`config.mk`:
```
export PLATFORM = sky130hd
export DESIGN_NAME = urb_rx_buffer
export DESIGN_NICKNAME = d
export VERILOG_FILES = /design/src/urb_pkg.sv /design/src/urb_rx_buffer.sv
export SDC_FILE = /design/constraint.sdc
export NUM_CORES = 1
export LEC_CHECK = 0
export BUFFER_PORTS_ARGS = -buffer_cell sky130_fd_sc_hd__buf_2
export CORE_ASPECT_RATIO = 1.2
export CORE_MARGIN = 5
export CORE_UTILIZATION = 51
export DETAILED_ROUTE_END_ITERATION = 7
export PLACE_DENSITY_LB_ADDON = 0.1
export RECOVER_POWER = 50
export SYNTH_ARGS = -nofsm -noshare
export SYNTH_HDL_FRONTEND = slang
export SYNTH_SLANG_ARGS = --single-unit
```
`constraint.sdc`:
```
create_clock -name ref_clk -period 3.7 [get_ports ref_clk]
set_input_delay 0.74 -clock ref_clk [delete_from_list [all_inputs] [get_ports ref_clk]]
set_output_delay 0.74 -clock ref_clk [all_outputs]
set_load 0.01 [all_outputs]
```
`src/urb_pkg.sv`:
```
// register map, field positions and reset values of the receive buffer block
package urb_pkg;

	// ****************************************************************
	// register byte offsets
	// ****************************************************************
	localparam int              ADDR_W        = 12;
	localparam logic [11:0]     OFF_STATUS_A  = 12'h000;
	localparam logic [11:0]     OFF_CONTROL_B = 12'h004;
	localparam logic [11:0]     OFF_CONTROL_C = 12'h008;
	localparam logic [11:0]     OFF_DATA      = 12'h00C;

	// ****************************************************************
	// serial_status_reg_a fields
	// ****************************************************************
	localparam int              STA_RXC       = 7;
	localparam int              STA_FE        = 4;
	localparam int              STA_DOR       = 3;
	localparam int              STA_UPE       = 2;

	// ****************************************************************
	// serial_control_reg_b fields
	// ****************************************************************
	localparam int              CTB_RXCIE     = 7;
	localparam int              CTB_RXEN      = 4;
	localparam int              CTB_CSZ2      = 2;
	localparam int              CTB_RXB8      = 1;
	localparam int              CTB_TXB8      = 0;
	localparam logic [7:0]      CTB_WMASK     = 8'h95;
	localparam logic [7:0]      CTB_RST       = 8'h00;

	// ****************************************************************
	// serial_control_reg_c fields
	// ****************************************************************
	localparam int              CTC_PMH       = 5;
	localparam int              CTC_PML       = 4;
	localparam int              CTC_SBS       = 3;
	localparam int              CTC_CSZ1      = 2;
	localparam int              CTC_CSZ0      = 1;
	localparam logic [7:0]      CTC_WMASK     = 8'h3E;
	localparam logic [7:0]      CTC_RST       = 8'h06;

	// ****************************************************************
	// character size codes
	// ****************************************************************
	localparam logic [2:0]      CSZ_5BIT      = 3'h0;
	localparam logic [2:0]      CSZ_6BIT      = 3'h1;
	localparam logic [2:0]      CSZ_7BIT      = 3'h2;
	localparam logic [2:0]      CSZ_8BIT      = 3'h3;
	localparam logic [2:0]      CSZ_9BIT      = 3'h7;

	localparam int              RX_DEPTH      = 2;

endpackage

```
`src/urb_rx_buffer.sv`:
```
// receive buffer, error flags and apb register slave of the serial receiver
`timescale 1ns/100ps

// What the document requires of this block and of the software that drives it
// RULE1 - short characters read with zero upper bits
// RULE2 - software reads ninth bit before data
// RULE3 - software reads status before data
// RULE4 - data read pops fifo, flags follow
// RULE5 - receive complete set while buffer nonempty
// RULE6 - receiver disable flushes whole buffer
// RULE7 - interrupt requested while flag and enables set
// RULE8 - handler must read data to stop interrupt
// RULE9 - writes to error flags are ignored
// RULE10 - software writes zeros to error flags
// RULE11 - error flags raise no interrupt
// RULE12 - frame error shows first stop bit
// RULE13 - frame error ignores stop bit count
// RULE14 - overrun when full, held, new start
// RULE15 - overrun marks lost frames, clears on store
// RULE16 - parity check on high bit, low selects
// RULE17 - parity result stored with each entry
// RULE18 - parity error only if checked, failed
// RULE19 - parity error zero when checking off
// RULE20 - disabling receiver is immediate, aborts reception
// RULE21 - software flushes by reading until empty
// RULE22 - enabling receiver takes over receive pin
// RULE23 - completed frame moves into receive buffer
// RULE24 - data read when empty changes nothing
module urb_rx_buffer #(
	parameter int DEPTH = urb_pkg::RX_DEPTH
) (
	input  wire logic                        ref_clk,
	input  wire logic                        rstn,
	input  wire logic                        psel,
	input  wire logic                        penable,
	input  wire logic                        pwrite,
	input  wire logic [urb_pkg::ADDR_W-1:0]  paddr,
	input  wire logic [31:0]                 pwdata,
	input  wire logic [3:0]                  pstrb,
	output logic      [31:0]                 prdata,
	output logic                             pready,
	output logic                             pslverr,
	input  wire logic                        global_irq_enable,
	output logic                             rx_irq,
	input  wire logic                        serial_rx_pin,
	output logic                             rx_serial_in,
	output logic                             rx_pin_override,
	output logic                             rx_abort,
	output logic      [2:0]                  char_size_select,
	output logic                             stop_bit_count_select,
	input  wire logic                        frame_start,
	input  wire logic                        frame_done,
	input  wire logic [8:0]                  frame_bits,
	input  wire logic                        frame_parity,
	input  wire logic                        frame_stop
);
	import urb_pkg::*;

	localparam int PW = (DEPTH > 1) ? $clog2(DEPTH) : 1;
	localparam int CW = $clog2(DEPTH + 1);
	localparam logic [CW-1:0] CNT_FULL = CW'(DEPTH);

	// ****************************************************************
	// state
	// ****************************************************************
	logic [7:0]    ctb_r;
	logic [7:0]    ctc_r;
	logic [8:0]    fifo_data [DEPTH];
	logic          fifo_fe   [DEPTH];
	logic          fifo_pe   [DEPTH];
	logic          fifo_dor  [DEPTH];
	logic [PW-1:0] rd_ptr_r;
	logic [PW-1:0] wr_ptr_r;
	logic [CW-1:0] count_r;
	logic [CW-1:0] count_nxt;
	logic          hold_valid_r;
	logic [8:0]    hold_data_r;
	logic          hold_fe_r;
	logic          hold_pe_r;
	logic          dor_pend_r;
	logic [31:0]   prdata_r;
	logic          cap_valid_r;

	logic          rxen;
	logic          rxcie;
	logic          pmh;
	logic          pml;
	logic          rxc;
	logic          push;
	logic          pop;
	logic          setup;
	logic          access;
	logic          mapped;
	logic          wr_ctb;
	logic          wr_ctc;
	logic          rd_data_acc;
	logic          overrun;
	logic [8:0]    csz_mask;
	logic [8:0]    frame_masked;
	logic          parity_bad;
	logic [8:0]    head_data;
	logic          head_fe;
	logic          head_pe;
	logic          head_dor;
	logic [31:0]   rd_word;

	assign rxen   = ctb_r[CTB_RXEN];
	assign rxcie  = ctb_r[CTB_RXCIE];
	assign pmh    = ctc_r[CTC_PMH];
	assign pml    = ctc_r[CTC_PML];
	assign char_size_select      = {ctb_r[CTB_CSZ2], ctc_r[CTC_CSZ1], ctc_r[CTC_CSZ0]};
	assign stop_bit_count_select = ctc_r[CTC_SBS];

	// ****************************************************************
	// pin ownership
	// ****************************************************************
	assign rx_pin_override = rxen;                          // [RULE22]
	assign rx_serial_in    = rxen & serial_rx_pin;          // [RULE22]
	// the shift logic drops a half-received frame at once on disable
	assign rx_abort        = ~rxen;                         // [RULE20]

	// ****************************************************************
	// apb decode
	// ****************************************************************
	assign setup  = psel & ~penable;
	assign access = psel & penable;
	assign mapped = (paddr == OFF_STATUS_A) | (paddr == OFF_CONTROL_B) |
	                (paddr == OFF_CONTROL_C) | (paddr == OFF_DATA);
	assign pready  = access;
	assign pslverr = access & ~mapped;
	assign prdata  = prdata_r;
	assign wr_ctb  = access & pwrite & pstrb[0] & (paddr == OFF_CONTROL_B);
	assign wr_ctc  = access & pwrite & pstrb[0] & (paddr == OFF_CONTROL_C);
	assign rd_data_acc = access & ~pwrite & (paddr == OFF_DATA);

	// ****************************************************************
	// character mask and parity
	// ****************************************************************
	always_comb begin
		case (char_size_select)
			CSZ_5BIT: csz_mask = 9'h01F;
			CSZ_6BIT: csz_mask = 9'h03F;
			CSZ_7BIT: csz_mask = 9'h07F;
			CSZ_8BIT: csz_mask = 9'h0FF;
			CSZ_9BIT: csz_mask = 9'h1FF;
			default:  csz_mask = 9'h0FF;
		endcase
	end

	// masking at store time keeps unused upper bits zero on every read
	assign frame_masked = frame_bits & csz_mask;             // [RULE1]
	// pml low selects even parity, high selects odd
	assign parity_bad   = ((^frame_masked) ^ frame_parity) != pml; // [RULE16] [RULE17]

	// ****************************************************************
	// shift register holding stage
	// ****************************************************************
	assign push    = hold_valid_r & (count_r != CNT_FULL);   // [RULE23]
	assign pop     = rd_data_acc & cap_valid_r & (count_r != '0); // [RULE4] [RULE24]
	assign overrun = rxen & frame_start & hold_valid_r & (count_r == CNT_FULL); // [RULE14]

	always_ff @(posedge ref_clk) begin
		if (!rstn || !rxen) begin
			hold_valid_r <= 1'b0;                            // [RULE6] [RULE20]
			hold_data_r  <= 9'h000;
			hold_fe_r    <= 1'b0;
			hold_pe_r    <= 1'b0;
		end else if (frame_done) begin
			// a frame done while still held overwrites the older held frame
			hold_valid_r <= 1'b1;
			hold_data_r  <= frame_masked;
			hold_fe_r    <= ~frame_stop;                     // [RULE12] [RULE13]
			hold_pe_r    <= pmh & parity_bad;                // [RULE18] [RULE19]
		end else if (push) begin
			hold_valid_r <= 1'b0;
		end
	end

	always_ff @(posedge ref_clk) begin
		if (!rstn || !rxen) begin
			dor_pend_r <= 1'b0;
		end else if (overrun) begin
			dor_pend_r <= 1'b1;                              // [RULE14]
		end else if (push) begin
			dor_pend_r <= 1'b0;                              // [RULE15]
		end
	end

	// ****************************************************************
	// receive fifo
	// ****************************************************************
	always_ff @(posedge ref_clk) begin
		if (push) begin
			fifo_data[wr_ptr_r] <= hold_data_r;              // [RULE17]
			fifo_fe[wr_ptr_r]   <= hold_fe_r;
			fifo_pe[wr_ptr_r]   <= hold_pe_r;
			fifo_dor[wr_ptr_r]  <= dor_pend_r;               // [RULE15]
		end
	end

	always_comb begin
		count_nxt = count_r;
		if (push && !pop) begin
			count_nxt = count_r + CW'(1);
		end else if (pop && !push) begin
			count_nxt = count_r - CW'(1);
		end
	end

	always_ff @(posedge ref_clk) begin
		if (!rstn || !rxen) begin
			rd_ptr_r <= '0;                                  // [RULE6]
			wr_ptr_r <= '0;
			count_r  <= '0;
		end else begin
			if (push) begin
				wr_ptr_r <= (wr_ptr_r == PW'(DEPTH - 1)) ? '0 : wr_ptr_r + PW'(1);
			end
			if (pop) begin
				rd_ptr_r <= (rd_ptr_r == PW'(DEPTH - 1)) ? '0 : rd_ptr_r + PW'(1); // [RULE4]
			end
			count_r <= count_nxt;
		end
	end

	// flags of an empty buffer read as zero, so stale entries never show
	assign rxc       = rxen & (count_r != '0);               // [RULE5] [RULE20]
	assign head_data = rxc ? fifo_data[rd_ptr_r] : 9'h000;
	assign head_fe   = rxc & fifo_fe[rd_ptr_r];              // [RULE12]
	assign head_pe   = rxc & fifo_pe[rd_ptr_r];              // [RULE18]
	assign head_dor  = rxc & fifo_dor[rd_ptr_r];             // [RULE15]

	// only the receive-complete flag reaches the request; error flags never do
	assign rx_irq = rxc & rxcie & global_irq_enable;         // [RULE7] [RULE11]

	// ****************************************************************
	// control registers
	// ****************************************************************
	always_ff @(posedge ref_clk) begin
		if (!rstn) begin
			ctb_r <= CTB_RST;
		end else if (wr_ctb) begin
			ctb_r <= pwdata[7:0] & CTB_WMASK;
		end
	end

	always_ff @(posedge ref_clk) begin
		if (!rstn) begin
			ctc_r <= CTC_RST;
		end else if (wr_ctc) begin
			ctc_r <= pwdata[7:0] & CTC_WMASK;
		end
	end

	// ****************************************************************
	// read data, captured in the setup cycle
	// ****************************************************************
	// status writes have no target: the error flags only change by reception, data reads and receiver disable
	always_comb begin
		rd_word = 32'h0000_0000;                             // [RULE9]
		case (paddr)
			OFF_STATUS_A: begin
				rd_word[STA_RXC] = rxc;
				rd_word[STA_FE]  = head_fe;
				rd_word[STA_DOR] = head_dor;
				rd_word[STA_UPE] = head_pe;
			end
			OFF_CONTROL_B: begin
				rd_word[7:0]      = ctb_r;
				rd_word[CTB_RXB8] = head_data[8];
			end
			OFF_CONTROL_C: begin
				rd_word[7:0] = ctc_r;
			end
			OFF_DATA: begin
				rd_word[7:0] = head_data[7:0] & csz_mask[7:0]; // [RULE1]
			end
			default: begin
				rd_word = 32'h0000_0000;
			end
		endcase
	end

	// the pop is tied to what was captured, so a push landing between
	// setup and access never consumes a character that was not returned
	always_ff @(posedge ref_clk) begin
		if (!rstn) begin
			prdata_r    <= 32'h0000_0000;
			cap_valid_r <= 1'b0;
		end else if (setup) begin
			prdata_r    <= pwrite ? 32'h0000_0000 : rd_word;
			cap_valid_r <= rxc;
		end
	end
endmodule

```
Word-level counts from Yosys, hierarchy flattened

Memory sizes are Yosys's and may differ from the RTL's. A register that Yosys moved wholly into a read port is not among the register bits.
Index checks and enable logic that the tools add are counted.

Output and inout bits: 42
Logic and storage cells: 101
Memories kept: 4
Bits of input ports: 68
Bits in registers: 59
Bits in writable memories: 24

Memory list:

| memory    | words | bits a word | rd ports | clocked after Yosys merged registers in | write ports | RTL line            | source |
|---|---|---|---|---|---|---|---|
| fifo_data | 2     | 9           | 1        | 1                                       | 1           | urb_rx_buffer.sv:68 | `logic [8:0] fifo_data [DEPTH];` |
| fifo_dor  | 2     | 1           | 1        | 1                                       | 1           | urb_rx_buffer.sv:71 | `logic fifo_dor [DEPTH];` |
| fifo_fe   | 2     | 1           | 1        | 1                                       | 1           | urb_rx_buffer.sv:69 | `logic fifo_fe [DEPTH];` |
| fifo_pe   | 2     | 1           | 1        | 1                                       | 1           | urb_rx_buffer.sv:70 | `logic fifo_pe [DEPTH];` |

Reductions and logical operators: 14
Add/sub/neg operators: 4
Bitwise gates (word level): 34
Equality and inequality tests: 9
Mux-type cells: 24

Operators by type and width:

| cell                  | count |
|---|---|
| $pmux W9 S4           | 1 |
| $eq A12 B4 Y1 const B | 2 |
| $and A1 B1 Y1         | 23 |
| $mux W1               | 15 |
| $eq A12 B3 Y1 const B | 1 |
| $logic_not A12 Y1     | 1 |
| $pmux W3 S4           | 1 |
| $and A9 B9 Y9         | 1 |
| $mux W9               | 1 |
| $reduce_xor A9 Y1     | 1 |
| $and A8 B8 Y8         | 1 |
| $mux W8               | 1 |
| $reduce_bool A2 Y1    | 4 |
| $pmux W2 S3           | 1 |
| $not A1 Y1            | 5 |
| $logic_not A1 Y1      | 4 |
| $mux W2               | 2 |
| $pmux W2 S2           | 1 |
| $eq A3 B1 Y1 const B  | 1 |
| $eq A3 B2 Y1 const B  | 1 |
| $eq A3 B3 Y1 const B  | 1 |
| $logic_not A3 Y1      | 1 |
| $or A1 B1 Y1          | 3 |
| $pmux W1 S3           | 1 |
| 9 further kinds       | 11 |

Logic depth before layout (Yosys ltp)

Gate-level depths: netlist of the first run.

Word-level depth: 8
Depth in mapped cells: 8
Depth with buffers taken out: 7

Least setup slack after synthesis of the first run

Ideal clock, no wire load.

Path kind: input-to-reg
Start: input port paddr[3] (netlist bit)
End: register count_r[1]
Library setup time: 72 ps
Required time: 3628 ps
Setup slack: 1233 ps
Data arrival time: 2395 ps
Stages: 7
Path buffers: 1
Cell sequence: buf_2 > nand2_1 > or3_1 > or3_1 > ha_1 > or3_1 > a21oi_1

Longest elaborated chain between the ends: 7
Elaborated cells on any way between the ends: 9
Those cells by class: 1 x eq/ne; 1 x mux; 3 x bitwise; 4 x reduce/logical

Ends and longest elaborated chain:

| element                                       | RTL line             | source |
|---|---|---|
| start, declared                               | urb_rx_buffer.sv:37  | `input wire logic [urb_pkg::ADDR_W-1:0] paddr,` |
| $eq A12 B4 Y1 (*)                             | urb_rx_buffer.sv:134 | `assign rd_data_acc = access & ~pwrite & (paddr == OFF_DATA);` |
| $and A1 B1 Y1 (*)                             | urb_rx_buffer.sv:134 |  |
| $and A1 B1 Y1 (*) (2 in series)               | urb_rx_buffer.sv:159 | `assign pop = rd_data_acc & cap_valid_r & (count_r != '0);` |
| $logic_not A1 Y1                              | urb_rx_buffer.sv:203 | `if (push && !pop) begin` |
| $logic_and A1 B1 Y1                           | urb_rx_buffer.sv:203 |  |
| $mux W2 or $reduce_bool A2 Y1 (tied branches) | n/a                  |  |
| end signal, assigned                          | urb_rx_buffer.sv:222 | `count_r <= count_nxt;` |
| end, declared                                 | urb_rx_buffer.sv:74  | `logic [CW-1:0] count_r;` |

Every way passes the cells marked *; elsewhere a longest branch is shown, timed or not.
A chain may end at the register's enable or synchronous reset.

Worst setup path after layout of the first run

Start: input port paddr[2] (netlist bit)
End: register count_r[1]

Same word-level chain as after synthesis.

==> flow_summary.yaml, run 1 <==
outcome:
  status: "complete, no violations"
critical_path:
  arrival_ns: 2.68
  worstSetupPathType: "primary input to flip-flop"
  r2r-start: "count_r[0]$_SDFFE_PP0P_"
  crit_path_start_kind: "primary input"
  crit_slowest_cell: "or3_1"
  slowest_delay_ns: 0.36
  r2r_slack_ns: 1.64
  cp_cell_sequence: "buf_2 > nand2_1 > or3_1 > or3_1 > ha_1 > or3_1 > a21oi_1"
  cp_top_family: "simple AND/OR/NAND/NOR gates"
  cp.required_ns: 3.95
  end_kind: "flip-flop"
  crit_top_cell: "or3_1"
  cp_max_fo: 15
  cp_num_buf_inv: 1
  startpoint: "paddr[2]"
final_layout:
  final_common_cell: "buf_2"
  fill_cells: 509
  fin_nets: 398
  drive_gt1_share_pct: 21.6
  utilization_pct: 59.0
  n_antenna_cell: 0
  area_delta_synth_final_pct: 12.8
  layout_common_cells: "buf_2, dfxtp_1, conb_1, edfxtp_1, mux2i_1"
pwr:
  powerDensity_mw_per_mm2: 398
  seqPwrFrac_pct: 51.6
  switching_power_w: 0.000300
  p_leak_nw: 1.23
  switching_share_pct: 22.7
  irDropWorstVdd_mv: 0.216
  finalPower_w: 0.00132
  clockPowerShare_pct: 41.4
  internal_power_w: 0.00102
  p_comb_share_pct: 7.0
clock_tree:
  root_buffer: "clkbuf_8"
  clk_pin_slew_worst_paths_ns: 0.06
  numCtsBuffers: 9
  hold_buffers: 0
  cts_tree: "done"
  clock_path_buffers: 2
  clock_latency_ns: 0.33
  ctsResizeCount: 0
  cts.sinks: 60
  h-tree-depth: 3
  post-cts-setup-buffer-count: 0
die:
  coreArea_sq_mm: 0.00563
  fp-row-count: 30
  ios: 110
  fp.dieArea_sq_mm: 0.00739
  start_util_pct: 52.2
  die_w_um: 79.3
  die_h_um: 93.2
timing:
  setup_slack_ns: 1.27
  rsz0062_at_grt: "false"
  fin_skew_ns: 0.00768
  whs_ns: 0.456
  fmax_mhz: 412
  min_period_ns: 2.43
  setup_viol_count_final: 0
  fin_setup_tns_ns: 0
  relSlewSlack_pct: 51.9
  post-route-period-util_pct: 65.7
  tightest_slew_ns: 0.722
  slew_viol_final: 0
  report.final.hold_viol_count: 0
routing:
  drtIter0Drc: 103
  wl_met3_um: 488
  wire_per_inst_um: 14.6
  via_per_inst: 5.19
  wl_met1_um: 2450
  antenna_left: 0
  via_count: 2064
  routed_wl_um: 5810
  first_pass_iters: 4
  route.detailed.drc: 0
  highest_layer: "met4"
  met2_length_um: 2740
global_routing:
  grt_usage_pct: 16.5
  grt_overflow: 0
  grt_pass1_vias: 1900
  antenna_found_initial: 0
  grt_max_degree: 20
  grt_pass1_wl_um: 9320
placement:
  globalplace.congestion: 0.765
  place_ws_ns: 0.943
  portBuffers: 57
  hpwl_um: 4280
synth:
  synth_area_per_cell_sq_um: 10.7
  synthArstFlopShare_pct: 0
  synth_cell_types: 50
  yosys-top-cells-area: "dfxtp_1, edfxtp_1, mux2i_1"
  yosys_warnings: 0
  postSynthCellCount: 276
  synth.largest_area_cell: "dfxtp_1"
  synth_ff_type: "dfxtp_1"
  ys_seq_area_share_pct: 49.0
  synth_edf_count: 24
  synth_top_area_share_pct: 24.5
  synth_area_sq_mm: 0.00294
  ys_ff_latch: 60
hold_path:
  worstHoldStart: "hold_data_r[8]$_SDFFE_PP0P_"
  hold_path.class: "flip-flop to flip-flop"
job:
  cap_violations: 0
[final timing paths]
| path | end | cells past startpoint |
|---|---|---|
| max | count_r[1]$_SDFFE_PP0P_ | 7 |
| max reg2reg | count_r[1]$_SDFFE_PP0P_ | 6 |
| min | fifo_data[0][8]$_DFFE_PP_ | 0 |
| min reg2reg | fifo_data[0][8]$_DFFE_PP_ | 0 |
[sequential cells by signal, indices dropped and copies added (netlist names), named ones only]
register      cells
hold_fe_r         1
hold_pe_r         1
fifo_pe           2
hold_valid_r      1
rd_ptr_r          1
ctc_r             5
cap_valid_r       1
fifo_fe           2
ctb_r             4
fifo_data        18
hold_data_r       9
prdata            8
count_r           2
dor_pend_r        1
fifo_dor          2
wr_ptr_r          1
[synthesized netlist by cell type (4+ instances only)]
cell type  count
inv_1          7
edfxtp_1      24
clkbuf_1       8
nand2_1       13
mux2_2         4
a21oi_1        8
nor2b_1       20
buf_4         27
mux2i_1       22
o21ai_0        8
nor3_1         4
nor2_1        16
dfxtp_1       36
or3_1          4
nand3_1        6
a22oi_1        4
a31oi_1        6
nand2b_1       5
[worst reg2reg max path, stage by stage (launching register included)]
cell     delay (ns)
dfxtp_1        0.44
o21ai_1        0.07
or3_1          0.29
or3_1          0.36
ha_1           0.33
or3_1          0.35
a21oi_1        0.13
[area by class of cell]
| type | count | area, sq um | share of cell area (%) |
|---|---|---|---|
| Clock buffer | 9 | 124 | 3.73 |
| Multi-Input combinational cell | 193 | 1310 | 39.5 |
| Tap cell | 64 | 80.1 | 2.41 |
| Timing Repair Buffer | 58 | 280 | 8.44 |
| Clock inverter | 7 | 57.6 | 1.73 |
| Inverter | 7 | 26.3 | 0.792 |
| Sequential cell | 60 | 1440 | 43.4 |
[stage by stage]
step	std cells	area [sq um]
after detailed placement	382	3150
after floorplan	299	3030
after global routing	398	3320
after CTS	398	3330
final	398	3320
after global placement	382	3150
[power by group through the flow]
| stage | Sequential, W | Clock, W | Combinational (W) |
|---|---|---|---|
| after floorplan | 0.000697 | 0 | 0.0000765 |
| after global placement | 0.000697 | 0 | 0.0000911 |
| after detailed placement | 0.000697 | 0 | 0.0000923 |
| after CTS | 0.000682 | 0.000557 | 0.0000925 |
| after global routing | 0.000682 | 0.000588 | 0.000102 |
| final | 0.000682 | 0.000548 | 0.0000921 |
[logic make-up after synthesis]
logic type               Yosys count  synth area share, %
other                              1                0.127
AND/OR/NAND/NOR                   89                 18.5
multiplexers                      26                 9.02
AO/OA/AOI/OAI                     44                 9.83
flip-flops                        60                 49.0
buffers and inverters             46                 9.40
XOR/XNOR                           8                 3.32
adder cells (fa/ha/maj)            2                0.766
[routing by layer]
metal	GRT usage (%)	up-vias
met3	4.34	11
li1	-	1039
met5	0	-
met2	26.0	78
met1	20.7	936
met4	8.17	0
Power figures use the tool's default switching activity.
==> run 2, diff against run 1 <==
Settings changed: CORE_UTILIZATION 51 to 44.
Clock period 3.7 ns to 2 ns, I/O delays scaled along.
==> run 2 against run 1 <==
Against the previous run: cell area increased by 5.8%; critical path type is now flip-flop to flip-flop; die area up 14%; flip-flop and latch count unchanged; non-clock buffer count rose by 22.
==> flow_summary.yaml, run 2 (synthesized netlist as in run 1, its figures left out) <==
global_routing:
  antenna_found_initial: 0
  grt_pass1_wl_um: 10000
  grt_max_degree: 20
  grt_overflow: 0
  grt_pass1_vias: 2078
  grt_usage_pct: 15.1
pwr:
  p_leak_nw: 1.33
  irDropWorstVdd_mv: 0.454
  powerDensity_mw_per_mm2: 696
  finalPower_w: 0.00244
die:
  coreArea_sq_mm: 0.00649
  start_util_pct: 45.4
  die_w_um: 84.6
  fp-row-count: 32
  ios: 110
  die_h_um: 99.6
  fp.dieArea_sq_mm: 0.00843
placement:
  globalplace.congestion: 0.803
  portBuffers: 57
  hpwl_um: 4860
  placedCellCount: 425
  placed_area_sq_mm: 0.00336
hold_path:
  hold_path.class: "primary input to flip-flop"
  hold_path_depth: 2
timing:
  rsz0062_at_grt: "false"
  fmax_mhz: 531
  post-route-period-util_pct: 94.1
  relSlewSlack_pct: 50.0
  slew_viol_final: 0
  report.final.hold_viol_count: 0
  min_period_ns: 1.88
  tightest_slew_ns: 0.750
  whs_ns: 0.265
  setup_viol_count_final: 0
  fin_skew_ns: 0.00513
routing:
  via_per_inst: 4.92
  wire_per_inst_um: 14.3
  drtIter0Drc: 107
  first_pass_iters: 4
  route.detailed.drc: 0
  routed_wl_um: 6330
  antenna_left: 0
  via_count: 2171
critical_path:
  cp_cell_sequence: "o21ai_1 > or3_1 > or3_4 > ha_4 > xor2_1 > or3_1 > a21oi_1"
  crit_top_cell: "or3_1"
  worst-path-stages: 7
  arrival_ns: 2.14
  crit_slowest_cell: "or3_4"
  rr_worst_depth: 7
  worstSetupPathType: "flip-flop to flip-flop"
  cp_top_family: "simple AND/OR/NAND/NOR gates"
  end_kind: "flip-flop"
  slowest_delay_ns: 0.36
  crit_path_start_kind: "flip-flop"
  cp.required_ns: 2.25
  cp_num_buf_inv: 0
  cp_max_fo: 2
final_layout:
  fin_cells: 441
  fin_nets: 420
  utilization_pct: 54.1
  top_register: "fifo_data"
  postLayoutCellArea_sq_mm: 0.00351
  area_delta_synth_final_pct: 19.4
  drive_gt1_share_pct: 25.8
  layout_common_cells: "buf_2, dfxtp_1, conb_1, edfxtp_1, mux2i_1"
  n_antenna_cell: 0
  final_common_cell: "buf_2"
  largest_reg_flops: 18
clock_tree:
  numCtsBuffers: 9
  cts.sinks: 60
  clk_pin_slew_worst_paths_ns: 0.06
  cts_tree: "done"
  h-tree-depth: 3
  clock_latency_ns: 0.32
  post-cts-setup-buffer-count: 0
  clock_path_buffers: 2
  root_buffer: "clkbuf_8"
outcome:
  status: "complete, no violations"
job:
  cap_violations: 0
==> run 2: changes by cell type in the layout (fill, tap and decap cells not counted), sizes merged <==
| cell | previous run | this run |
|---|---|---|
| clkbuf | 19 | 26 |
| clkinv | 5 | 3 |
| clkinvlp | 1 | 0 |
| buf | 48 | 66 |
==> run 2: area by class of cell <==
type                    instances  area [sq um]
clock buffers                  12           135
well taps                      85           106
clock inverters                 4          41.3
inverters                       7          26.3
repair buffers                 80           432
multi-input cells             193          1330
flip-flops and latches         60          1440
fillers                       607          2980
==> run 2: power breakdown <==
part	switching, W	internal, W
Combinational	0.000100	0.0000862
Clock	0.000428	0.000565
Sequential	0.000000295	0.00126
==> run 2: worst paths after layout <==
path                                start                       to  slack, ns
setup / recovery  count_r[1]$_SDFFE_PP0P_  count_r[1]$_SDFFE_PP0P_       0.12
hold / removal                 frame_stop   hold_fe_r$_SDFFE_PP0P_       0.27
setup reg to reg  count_r[1]$_SDFFE_PP0P_  count_r[1]$_SDFFE_PP0P_       0.12
hold reg to reg    hold_fe_r$_SDFFE_PP0P_     fifo_fe[1]$_DFFE_PP_       0.46
==> run 2: timing repair <==
item / in CTS / in global routing
endpoints found under the setup margin: 0 / 1
gates resized for setup: 0 / 1
hold buffers: 0 / 0
endpoints found under the hold margin: 0 / 0
==> run 2: metal layers <==
layer | GRT usage (%) | part of all wire (%)
met1 | 18.7 | 44
met2 | 24.4 | 47
met3 | 3.98 | 7.7
met4 | 7.43 | 1.3
met5 | 0 | 0
==> run 2: metrics by stage <==
step	setup WS [ns]	setup TNS (ns)
finish	0.118	0
global route	0.0153	0
CTS	0.0364	0
detailed placement	-0.185	-0.185
global placement	-0.166	-0.166
floorplan	-0.0619	-0.0619
==> run 2: worst reg2reg max path: cells and delay by family, from the launching register on <==
family,cells,cell delay (ns)
fa+ha+maj,1,0.17
xor+xnor,1,0.14
flops,1,0.33
compound gates,2,0.21
simple gates,3,0.98
==> run 3, diff against run 2 <==
--- a/config.mk
+++ b/config.mk
@@ -7,2 +7,3 @@
 export LEC_CHECK = 0
+export ABC_CLOCK_PERIOD_IN_PS = 2000
 export BUFFER_PORTS_ARGS = -buffer_cell sky130_fd_sc_hd__buf_2
--- a/constraint.sdc
+++ b/constraint.sdc
@@ -3,2 +3,2 @@
 set_output_delay 0.4 -clock ref_clk [all_outputs]
-set_load 0.01 [all_outputs]
+set_load 0.005 [all_outputs]
==> run 3 against run 2 <==
Against the previous run: clock skew is 0.0018 ns higher; setup slack better by 0.0010 ns; hold slack hardly changed; clock-buffer cell count stayed put; critical path depth stayed put; global-route usage stayed put; maximum frequency hardly changed; die area stayed put; via count is 0.28% lower; critical path type unchanged; largest power group unchanged; highest routed layer unchanged.
==> flow_summary.yaml, run 3 (synthesized netlist as in run 1, its figures left out) <==
outcome:
  status: "complete, no violations"
clock_tree:
  cts_tree: "done"
  cts.sinks: 60
  h-tree-depth: 3
  numCtsBuffers: 9
  post-cts-setup-buffer-count: 0
  clock_latency_ns: 0.32
  root_buffer: "clkbuf_8"
  clock_path_buffers: 2
  hold_buffers: 0
  ctsResizeCount: 0
  clk_pin_slew_worst_paths_ns: 0.06
timing:
  setup_viol_count_final: 0
  tightest_slew_ns: 0.751
  relSlewSlack_pct: 50.0
  min_period_ns: 1.88
  slew_viol_final: 0
  post-route-period-util_pct: 94.0
  whs_ns: 0.266
  fmax_mhz: 532
  report.final.hold_viol_count: 0
  fin_skew_ns: 0.00694
  rsz0062_at_grt: "false"
final_layout:
  top_register: "fifo_data"
  layout_common_cells: "buf_2, dfxtp_1, conb_1, edfxtp_1, mux2i_1"
  utilization_pct: 54.2
  area_delta_synth_final_pct: 19.6
  postLayoutCellArea_sq_mm: 0.00352
  final_common_cell: "buf_2"
  largest_reg_flops: 18
  fin_nets: 420
  n_antenna_cell: 0
  drive_gt1_share_pct: 27.2
global_routing:
  antenna_found_initial: 0
  grt_use_met1_pct: 18.7
  grt_pass1_wl_um: 10000
  grt_pass1_vias: 2078
  grt.met3_usage_pct: 3.98
  grt_usage_pct: 15.1
  use_met2_pct: 24.4
  grt_max_degree: 20
  grt-busiest-layer: "met2"
  grt_overflow: 0
routing:
  routed_wl_um: 6340
  via_count: 2165
  via_per_inst: 4.91
  wire_per_inst_um: 14.4
  drtIter0Drc: 95
  route.detailed.drc: 0
  antenna_left: 0
  first_pass_iters: 4
critical_path:
  critPathCapture: "count_r[1]$_SDFFE_PP0P_"
  r2r-end: "count_r[1]$_SDFFE_PP0P_"
  worstSetupPathType: "flip-flop to flip-flop"
  r2r-start: "count_r[1]$_SDFFE_PP0P_"
  arrival_ns: 2.13
  end_kind: "flip-flop"
  crit_path_start_kind: "flip-flop"
  rr_worst_depth: 7
  cp_max_fo: 2
  startpoint: "count_r[1]$_SDFFE_PP0P_"
  r2r_slack_ns: 0.12
  cp.required_ns: 2.25
hold_path:
  hold_path.class: "primary input to flip-flop"
pwr:
  seqPwrFrac_pct: 51.9
  finalPower_w: 0.00243
  clockPowerShare_pct: 40.9
  switching_share_pct: 21.4
  powerDensity_mw_per_mm2: 692
  irDropWorstVdd_mv: 0.454
  p_leak_nw: 1.35
  switching_power_w: 0.000520
  internal_power_w: 0.00191
  p_comb_share_pct: 7.2
placement:
  globalplace.congestion: 0.803
  portBuffers: 57
  placed_area_sq_mm: 0.00336
  hpwl_um: 4860
die:
  die_w_um: 84.6
  coreArea_sq_mm: 0.00649
  ios: 110
  die_h_um: 99.6
  fp.dieArea_sq_mm: 0.00843
  fp-row-count: 32
  start_util_pct: 45.4
job:
  cap_violations: 0
-- run 3: changes by cell type in the layout (fill, tap and decap cells not counted), sizes merged --
cell / delta
clkbuf: -5
buf: +5
-- run 3: worst max-delay path, cell delays in order, from the launching register on --
cell	delay, ns
dfxtp_1	0.33
o21ai_1	0.07
or3_1	0.30
or3_4	0.36
ha_4	0.17
xor2_1	0.14
or3_1	0.32
a21oi_1	0.14
-- run 3: through the flow --
step / setup WS [ns] / std cells / TNS (ns)
finish: 0.119 / 441 / 0
global route: 0.0153 / 441 / 0
CTS: 0.0542 / 441 / 0
detailed placement: -0.185 / 425 / -0.185
global placement: -0.166 / 425 / -0.166
floorplan: -0.0617 / 299 / -0.0617
-- run 3: worst min path at each step --
stage	slack, ns	cells after the start	end	from
after floorplan	0.42	0	fifo_data[0][0]$_DFFE_PP_	hold_data_r[0]$_SDFFE_PP0P_
after global placement	0.43	0	fifo_fe[1]$_DFFE_PP_	hold_fe_r$_SDFFE_PP0P_
after detailed placement	0.44	0	fifo_data[1][3]$_DFFE_PP_	hold_data_r[3]$_SDFFE_PP0P_
after CTS	0.25	2	hold_fe_r$_SDFFE_PP0P_	frame_stop
after global routing	0.27	2	hold_fe_r$_SDFFE_PP0P_	frame_stop
final	0.27	2	hold_fe_r$_SDFFE_PP0P_	frame_stop
-- run 3: power groups by stage --
stage          sequential [W]  clock [W]  combinational (W)
5_1_grt               0.00126    0.00108           0.000197
3_5_place_dp          0.00129          0           0.000177
4_1_cts               0.00126    0.00103           0.000177
3_3_place_gp          0.00129          0           0.000175
2_1_floorplan         0.00129          0           0.000131
6_report              0.00126   0.000995           0.000176
-- run 3: area by class of cell --
cell class,instances,area [sq um]
well taps,85,106
repair buffers,80,438
fillers,605,2970
flip-flops and latches,60,1440
clock inverters,4,41.3
clock buffers,12,135
inverters,7,26.3
multi-input cells,193,1330
-- run 3: per-layer routing --
metal	vias up	share of wire, %
li1	1085	-
met2	78	47
met1	996	44
met5	-	0
met4	0	1.3
met3	6	7.7
